$ cat src/pkg/ram_access_pkg.sv
// Package for the on-chip RAM access decoder: register map, address windows, timing.
// Assumes a 25 MHz system clock and an APB register port with 32-bit data.
package ram_access_pkg;
	// ----------------------------------------------------------------
	// Register map
	// ----------------------------------------------------------------
	localparam logic [15:0] SYSCTL_OFFSET      = 16'hfff2;
	// Printed offset is a word index, so the byte address is four times it
	localparam logic [17:0] SYSCTL_ADDR        = 18'h3_ffc8;
	localparam logic [7:0]  SYSCTL_RESET       = 8'h0b;
	localparam int          MEM_EN_BIT         = 0;
	localparam logic [17:0] STATUS_ADDR        = 18'h3_ffcc;
	// ----------------------------------------------------------------
	// Memory geometry and address windows
	// ----------------------------------------------------------------
	localparam int          MEM_BYTES          = 512;
	localparam int          MEM_WORDS          = MEM_BYTES / 2;
	localparam int          WORD_AW            = 8;
	localparam int          CPU_AW             = 24;
	localparam logic [23:0] WIN_LO_MODE12      = 24'h0f_fd10;
	localparam logic [23:0] WIN_HI_MODE12      = 24'h0f_ff0f;
	localparam logic [23:0] WIN_LO_MODE34      = 24'hff_fd10;
	localparam logic [23:0] WIN_HI_MODE34      = 24'hff_ff0f;
	// ----------------------------------------------------------------
	// Timing: every on-chip RAM access takes two states
	// ----------------------------------------------------------------
	localparam int          ACCESS_STATES      = 2;
	typedef enum logic [1:0] {
		ST_IDLE = 2'b00,
		ST_T1   = 2'b01,
		ST_T2   = 2'b10
	} access_state_t;
	function automatic logic in_window(input logic [23:0] a, input logic [23:0] lo,
		input logic [23:0] hi);
		in_window = (a >= lo) && (a <= hi);
	endfunction
endpackage

$ cat src/verilog/ram_store.sv
// Byte-lane 256x16 static store with registered read data.
// Assumes one access per cycle from the decoder.
`timescale 1ns/10ps
module ram_store
	import ram_access_pkg::*;
(
	input  wire logic                 sys_clk,
	input  wire logic                 we_hi,
	input  wire logic                 we_lo,
	input  wire logic [WORD_AW-1:0]   addr,
	input  wire logic [15:0]          wdata,
	output logic      [15:0]          rdata
);
	logic [15:0] mem [MEM_WORDS];
	always_ff @(posedge sys_clk) begin
		if (we_hi)
			mem[addr][15:8] <= wdata[15:8];
		if (we_lo)
			mem[addr][7:0] <= wdata[7:0];
		rdata <= mem[addr];
	end
endmodule // ram_store

$ cat src/verilog/apb_sysctl.sv
// APB slave holding the system control register and returning a status word.
// Assumes APB3 signalling; zero-wait answers.
`timescale 1ns/10ps
module apb_sysctl
	import ram_access_pkg::*;
(
	input  wire logic        sys_clk,
	input  wire logic        rst_n,
	input  wire logic        psel,
	input  wire logic        penable,
	input  wire logic        pwrite,
	input  wire logic [17:0] paddr,
	input  wire logic [31:0] pwdata,
	input  wire logic [2:0]  status_in,
	output logic      [31:0] prdata,
	output logic             pready,
	output logic             pslverr,
	output logic      [7:0]  sysctl
);
	typedef struct packed {
		logic [7:0] sysctl;
	} apb_st_t;
	apb_st_t st_reg;
	apb_st_t st_next;
	logic    hit_ctl;
	logic    hit_sts;
	assign hit_ctl = (paddr == SYSCTL_ADDR);
	assign hit_sts = (paddr == STATUS_ADDR);
	assign pready  = 1'b1;
	assign pslverr = psel && penable && !(hit_ctl || hit_sts);
	assign sysctl  = st_reg.sysctl;
	always_comb begin
		st_next = st_reg;
		if (psel && penable && pwrite && hit_ctl)
			st_next.sysctl = pwdata[7:0];
	end
	// Standby has no path here, so the enable bit keeps its last write
	always_ff @(posedge sys_clk) begin
		if (!rst_n)
			st_reg.sysctl <= SYSCTL_RESET;
		else
			st_reg <= st_next;
	end
	always_comb begin
		prdata = 32'h0000_0000;
		if (hit_ctl)
			prdata = {24'h00_0000, st_reg.sysctl};
		else if (hit_sts)
			prdata = {29'h0000_0000, status_in};
	end
endmodule // apb_sysctl

$ cat src/verilog/onchip_ram_access_decoder.sv
// Top of the on-chip RAM access decoder: window decode, two-state access, APB control.
// Assumes the CPU holds a request until ack; mode pins are synchronous.
//
// Our own choice: the APB interface to the registers.
`timescale 1ns/10ps
module onchip_ram_access_decoder
	import ram_access_pkg::*;
(
	input  wire logic              sys_clk,
	input  wire logic              rst_n,
	input  wire logic [2:0]        op_mode,
	input  wire logic              cpu_req,
	input  wire logic              cpu_write,
	input  wire logic              cpu_word,
	input  wire logic [CPU_AW-1:0] cpu_addr,
	input  wire logic [15:0]       cpu_wdata,
	output logic      [15:0]       cpu_rdata,
	output logic                   cpu_ack,
	output logic                   ext_sel,
	input  wire logic              psel,
	input  wire logic              penable,
	input  wire logic              pwrite,
	input  wire logic [17:0]       paddr,
	input  wire logic [31:0]       pwdata,
	output logic      [31:0]       prdata,
	output logic                   pready,
	output logic                   pslverr
);
	typedef struct packed {
		access_state_t     state;
		logic              high_win;
		logic              word;
		logic              odd;
		logic [15:0]       rdata;
		logic              ack;
	} top_st_t;
	top_st_t st_reg;
	top_st_t st_next;
	logic [7:0]         sysctl;
	logic               mem_en;
	logic               hit;
	logic               we_hi;
	logic               we_lo;
	logic [15:0]        ram_wdata;
	logic [15:0]        ram_rdata;
	// ----------------------------------------------------------------
	// Control register
	// ----------------------------------------------------------------
	apb_sysctl u_ctl (
		.sys_clk   (sys_clk),
		.rst_n     (rst_n),
		.psel      (psel),
		.penable   (penable),
		.pwrite    (pwrite),
		.paddr     (paddr),
		.pwdata    (pwdata),
		.status_in ({st_reg.state != ST_IDLE, st_reg.high_win, mem_en}),
		.prdata    (prdata),
		.pready    (pready),
		.pslverr   (pslverr),
		.sysctl    (sysctl)
	);
	assign mem_en = sysctl[MEM_EN_BIT];
	// ----------------------------------------------------------------
	// Address decode
	// ----------------------------------------------------------------
	// Windows are inclusive at both ends
	always_comb begin
		if (st_reg.high_win)
			hit = in_window(cpu_addr, WIN_LO_MODE34, WIN_HI_MODE34);
		else
			hit = in_window(cpu_addr, WIN_LO_MODE12, WIN_HI_MODE12);
	end
	// Disabled or outside the window: hand the cycle to the external bus
	assign ext_sel = cpu_req && !(hit && mem_en);
	// ----------------------------------------------------------------
	// Store write lanes
	// ----------------------------------------------------------------
	// A byte rides the upper lanes; odd or even picks the stored half
	always_comb begin
		we_hi     = 1'b0;
		we_lo     = 1'b0;
		ram_wdata = cpu_wdata;
		if (st_reg.state == ST_IDLE && cpu_req && cpu_write && hit && mem_en) begin
			if (cpu_word) begin
				we_hi = 1'b1;
				we_lo = 1'b1;
			end else begin
				ram_wdata = {cpu_wdata[15:8], cpu_wdata[15:8]};
				we_hi     = !cpu_addr[0];
				we_lo     = cpu_addr[0];
			end
		end
	end
	ram_store u_ram (
		.sys_clk (sys_clk),
		.we_hi   (we_hi),
		.we_lo   (we_lo),
		.addr    (cpu_addr[WORD_AW:1]),
		.wdata   (ram_wdata),
		.rdata   (ram_rdata)
	);
	// ----------------------------------------------------------------
	// Two-state access sequencer
	// ----------------------------------------------------------------
	always_comb begin
		st_next          = st_reg;
		st_next.ack      = 1'b0;
		st_next.high_win = (op_mode == 3'd3) || (op_mode == 3'd4);
		unique case (st_reg.state)
			ST_IDLE: begin
				if (cpu_req && hit && mem_en) begin
					st_next.state = ST_T1;
					st_next.word  = cpu_word;
					st_next.odd   = cpu_addr[0];
				end
			end
			ST_T1: begin
				st_next.state = ST_T2;
				st_next.ack   = 1'b1;
				if (st_reg.word)
					st_next.rdata = ram_rdata;
				else if (st_reg.odd)
					st_next.rdata = {ram_rdata[7:0], 8'h00};
				else
					st_next.rdata = {ram_rdata[15:8], 8'h00};
			end
			ST_T2: begin
				st_next.state = ST_IDLE;
			end
			default: st_next.state = ST_IDLE;
		endcase
	end
	always_ff @(posedge sys_clk) begin
		if (!rst_n) begin
			st_reg.state    <= ST_IDLE;
			st_reg.high_win <= 1'b0;
			st_reg.word     <= 1'b0;
			st_reg.odd      <= 1'b0;
			st_reg.rdata    <= 16'h0000;
			st_reg.ack      <= 1'b0;
		end else begin
			st_reg <= st_next;
		end
	end
	assign cpu_rdata = st_reg.rdata;
	assign cpu_ack   = st_reg.ack;
endmodule // onchip_ram_access_decoder

$ cat config.mk
export PLATFORM = sky130hd
export DESIGN_NAME = onchip_ram_access_decoder
export DESIGN_NICKNAME = d
export VERILOG_FILES = /design/src/pkg/ram_access_pkg.sv /design/src/verilog/ram_store.sv /design/src/verilog/apb_sysctl.sv /design/src/verilog/onchip_ram_access_decoder.sv
export SDC_FILE = /design/constraint.sdc
export NUM_CORES = 2
export LEC_CHECK = 0
export BUFFER_PORTS_ARGS = -buffer_cell sky130_fd_sc_hd__buf_2
export CELL_PAD_IN_SITES_DETAIL_PLACEMENT = 2
export CELL_PAD_IN_SITES_GLOBAL_PLACEMENT = 2
export CORE_MARGIN = 1
export CORE_UTILIZATION = 55
export CTS_CLUSTER_SIZE = 30
export DETAILED_ROUTE_END_ITERATION = 10
export MAX_ROUTING_LAYER = met4
export PLACE_DENSITY_LB_ADDON = 0.1
export SLEW_MARGIN = 15
export SYNTH_ARGS = -nofsm -noshare
export SYNTH_HDL_FRONTEND = slang
export SYNTH_HIERARCHICAL = 1
export SYNTH_SLANG_ARGS = --single-unit
$ cat constraint.sdc
create_clock -name sys_clk -period 12.1 [get_ports sys_clk]
set_input_delay 1.21 -clock sys_clk [delete_from_list [all_inputs] [get_ports sys_clk]]
set_output_delay 1.21 -clock sys_clk [all_outputs]
set_load 0.1 [all_outputs]
==> results.sh, run 1 <==
export IMPL_status="aborted with a tool error"
export IMPL_die_x_um=539
export IMPL_synthCells=7265
export IMPL_synth_xor_area_share_pct=0.00553
export IMPL_synth_seq_area_share_pct=78.2
export IMPL_rows=196
export IMPL_synth_top_family_by_area="multiplexers"
export IMPL_ys_warn_count=6
export IMPL_synthMuxAreaShare_pct=14.7
export IMPL_synth_compound_area_share_pct=3.74
export IMPL_synth_seq_cells=4142
export IMPL_ios=153
export IMPL_lastStage="detailed placement"
export IMPL_ys_async_sr_fraction_pct=0
export IMPL_ys_types=46
export IMPL_synthesis_area_um2=158000
export IMPL_synth_simple_area_share_pct=1.86
export IMPL_hpwl_mm=385
export IMPL_portBuffers=103
export IMPL_die_height_um=539
export IMPL_syn_avg_cell_area_um2=21.8
export IMPL_start_util_pct=55.4
export IMPL_synth_edf_count=4096
export IMPL_error="[ERROR DPL-0033] detailed placement checks failed during check placement."
export IMPL_place_congestion=0.874
export IMPL_synth_flop_cell="edfxtp_1"
export IMPL_synth_fa_ha_area_share_pct=0
[through the flow]
stage                   cells  instance area (µm²)
after global placement  10800               163000
after floorplan          7288               158000
[cells by family after synthesis]
group | Yosys count
xor gates and xnor gates | 1
muxes | 1044
AOI/OAI and AO/OA | 871
other | 2
buffers and inverters | 512
DFF | 4142
and+or+nand+nor | 693
[synthesized netlist by cell type, types with 2 or more instances]
cell,instances,area [µm²]
mux2_1,3,33.8
clkbuf_1,295,1110
a21oi_1,272,1360
nor2b_1,11,68.8
and3_1,2,12.5
o21ai_1,3,15.0
mux4_2,1024,23100
nand2b_1,3,18.8
mux2i_1,11,110
conb_1,2,7.51
buf_4,59,443
nand3_1,42,210
inv_1,5,18.8
nand4_1,36,225
a22oi_1,512,3840
nor3_1,5,25.0
nor2_1,535,2010
mux2_2,5,56.3
buf_6,6,67.6
nand2_1,37,139
a211oi_1,8,60.1
o21ai_0,5,25.0
a31oi_1,4,25.0
buf_1,52,195
and4b_1,2,20.0
edfxtp_1,4096,123000
dfxtp_1,46,921
o41ai_1,65,569
buf_2,95,475
or2_2,2,12.5
nor3b_1,6,45.0
a31o_2,2,17.5
==> run 2: changes to the inputs <==
--- a/config.mk
+++ b/config.mk
@@ -6,14 +6,10 @@
 export NUM_CORES = 2
 export LEC_CHECK = 0
 export BUFFER_PORTS_ARGS = -buffer_cell sky130_fd_sc_hd__buf_2
-export CELL_PAD_IN_SITES_DETAIL_PLACEMENT = 2
-export CELL_PAD_IN_SITES_GLOBAL_PLACEMENT = 2
 export CORE_MARGIN = 1
-export CORE_UTILIZATION = 55
-export CTS_CLUSTER_SIZE = 30
+export CORE_UTILIZATION = 40
 export DETAILED_ROUTE_END_ITERATION = 10
-export MAX_ROUTING_LAYER = met4
-export PLACE_DENSITY_LB_ADDON = 0.1
+export PLACE_DENSITY_LB_ADDON = 0.15
 export SLEW_MARGIN = 15
 export SYNTH_ARGS = -nofsm -noshare
 export SYNTH_HDL_FRONTEND = slang
==> run 2 against run 1 <==
Compared with the run above:
- the flow now finishes without violations
- area after synthesis unchanged
- synthesized cell count unchanged
==> results.sh, run 2 <==
export IMPL_placedCellCount=12300
export IMPL_finalSetupViolCount=0
export IMPL_drc_errors=0
export IMPL_via_per_inst=5.81
export IMPL_rows=230
export IMPL_maxSlewViolCount=0
export IMPL_clk_latency_ns=0.95
export IMPL_final_common_cell="edfxtp_1"
export IMPL_worst_pin_slew_ns=1.18
export IMPL_synth_top_cell_area_share_pct=77.7
export IMPL_die_height_um=631
export IMPL_crit_type="input port to register"
export IMPL_ir_worst_vdd_mv=0.110
export IMPL_drv_cap=0
export IMPL_synth_seq_cells=4142
export IMPL_portBuffers=103
export IMPL_drtIter0Drc=7494
export IMPL_layout_common_cells="edfxtp_1 (4096), mux4_2 (1024), nor2_1 (531)"
export IMPL_status="finished clean"
export IMPL_hpwl_mm=234
export IMPL_ant_nets=0
export IMPL_cts_hold_buf=0
export IMPL_cp_max_fo=16
export IMPL_root_buffer="clkbuf_16"
export IMPL_hp_class="register to register"
export IMPL_ios=153
export IMPL_worst_setup_path_start_kind="input port"
export IMPL_largest_register="u_ram/mem"
export IMPL_cts_tree="built"
export IMPL_slew_headroom_pct=21.2
export IMPL_clockBufferDepth=4
export IMPL_p_leak_nw=54.0
export IMPL_grt_pass1_wl_mm=581
export IMPL_final_cells=13100
export IMPL_ys_types=46
export IMPL_dr_pass1_iters=6
export IMPL_min_period_over_period_pct=46.0
export IMPL_synthTopCellsByArea="edfxtp_1 (78%), mux4_2 (15%), a22oi_1 (2.4%)"
export IMPL_antenna_found_initial=18
export IMPL_ys_async_sr_fraction_pct=0
export IMPL_grt_max_degree=184
export IMPL_synth_edf_count=4096
export IMPL_cts_buffers=413
export IMPL_post_cts_buffers=0
export IMPL_syn_avg_cell_area_um2=21.8
export IMPL_synthesis_area_um2=158000
export IMPL_core_um2=393000
export IMPL_synth_flop_cell="edfxtp_1"
export IMPL_die_x_um=631
export IMPL_clk_pin_slew_ns=0.06
export IMPL_yosysMostFrequentCell="edfxtp_1"
export IMPL_skew_ns=0.0306
export IMPL_routed_wl_mm=410
export IMPL_largest_reg_flops=4096
export IMPL_dieArea_um2=399000
export IMPL_start_util_pct=40.3
export IMPL_route_vias_total=75800
export IMPL_finalNetCount=7579
export IMPL_ys_warn_count=6
export IMPL_grt_overflow_total=0
export IMPL_synthCells=7265
export IMPL_power_total_mw=30.1
export IMPL_place_congestion=0.777
export IMPL_synth_top_area_cell="edfxtp_1"
export IMPL_ff2ff_setup_slack_ns=7.63
export IMPL_period_needed_ns=5.56
export IMPL_place_ws_ns=5.50
export IMPL_finalHoldViolations=0
export IMPL_fin_ws_ns=6.54
export IMPL_max_freq_mhz=180
export IMPL_synth_common_cells="edfxtp_1 (4096), mux4_2 (1024), nor2_1 (535), a22oi_1 (512), clkbuf_1 (295)"
export IMPL_synth_seq_area_share_pct=78.2
export IMPL_wire_per_inst_um=31.4
export IMPL_powerDensity_nw_per_um2=168
export IMPL_drive_gt1_share_pct=25.3
export IMPL_nFillCells=32800
export IMPL_post_route_cell_area_um2=179000
export IMPL_syn2layout_area_growth_pct=13.0
export IMPL_rsz0062_at_grt="no"
export IMPL_required_ns=12.66
export IMPL_tns_ns=0
export IMPL_cts_resized=0
export IMPL_end_kind="register"
export IMPL_grt_pass1_vias=77600
export IMPL_cp_arrival_ns=6.12
export IMPL_cts_sinks=4142
export IMPL_track_usage_pct=20.3
export IMPL_dpl_cell_area_um2=165000
export IMPL_h_tree_depth=5
==> run 2: logic make-up (layout without fill, tap and decap cells) <==
kind of cell	after synthesis	after routing	synth area share, %
other	2	32	0.00474
buffers and inverters	512	1053	1.46
xor gates and xnor gates	1	1	0.00553
AOI/OAI and AO/OA	871	871	3.74
and+or+nand+nor	693	693	1.86
muxes	1044	1044	14.7
DFF	4142	4142	78.2
==> run 2: power breakdown <==
| part | switching [mW] | internal [mW] |
|---|---|---|
| Combinational | 0.895 | 0.426 |
| Sequential | 0.0173 | 15.8 |
| Clock | 5.37 | 7.59 |
| Total | 6.29 | 23.8 |
==> run 2: routing by layer <==
| metal | part of all wire [%] | GRT usage, % | wire length (µm) |
|---|---|---|---|
| met4 | 2.5 | 4.91 | 10400 |
| met3 | 6.8 | 3.61 | 27900 |
| met2 | 48 | 32.9 | 197000 |
| met5 | 0.0029 | 0 | 12 |
| met1 | 43 | 28.8 | 174000 |
==> run 2: final timing paths <==
path | endpoint | start | cells past startpoint
min | cpu_rdata[7]$_SDFFE_PN0P_ | cpu_rdata[7]$_SDFFE_PN0P_ | 2
min reg2reg | cpu_rdata[7]$_SDFFE_PN0P_ | cpu_rdata[7]$_SDFFE_PN0P_ | 2
max | u_ram/mem[23][13]$_DFFE_PP_ | cpu_addr[5] | 10
max reg2reg | u_ram/mem[23][13]$_DFFE_PP_ | st_reg[19]$_SDFF_PN0_ | 7
==> run 2: through the flow <==
step,utilization (%),hold WS [ns]
2_1_floorplan,-,0.432
3_3_place_gp,42.0,0.465
3_5_place_dp,42.0,0.455
4_1_cts,45.5,0.442
5_1_grt,45.5,0.482
6_report,45.5,0.462
==> run 2: critical path, cell delays in order <==
cell and delay, ns:
buf_2 0.09, buf_4 0.26, o41ai_4 0.76, xnor2_1 0.42, nand4_1 0.33, nor3b_2 0.30, buf_4 0.37, nand4_1 0.90
buf_4 0.63, nor2_1 0.72
==> run 2: layout make-up <==
class	count	area [µm²]	area share, %
Multi-Input combinational cell	2634	32700	18.3
Timing Repair Buffer	282	2150	1.20
Clock inverter	264	2710	1.51
Tap cell	5220	6530	3.65
Inverter	5	18.8	0.0105
Clock buffer	502	11000	6.13
Sequential cell	4142	124000	69.2
Antenna cell	7	17.5	0.00979
Note: power is estimated with default switching activity, not from simulation.
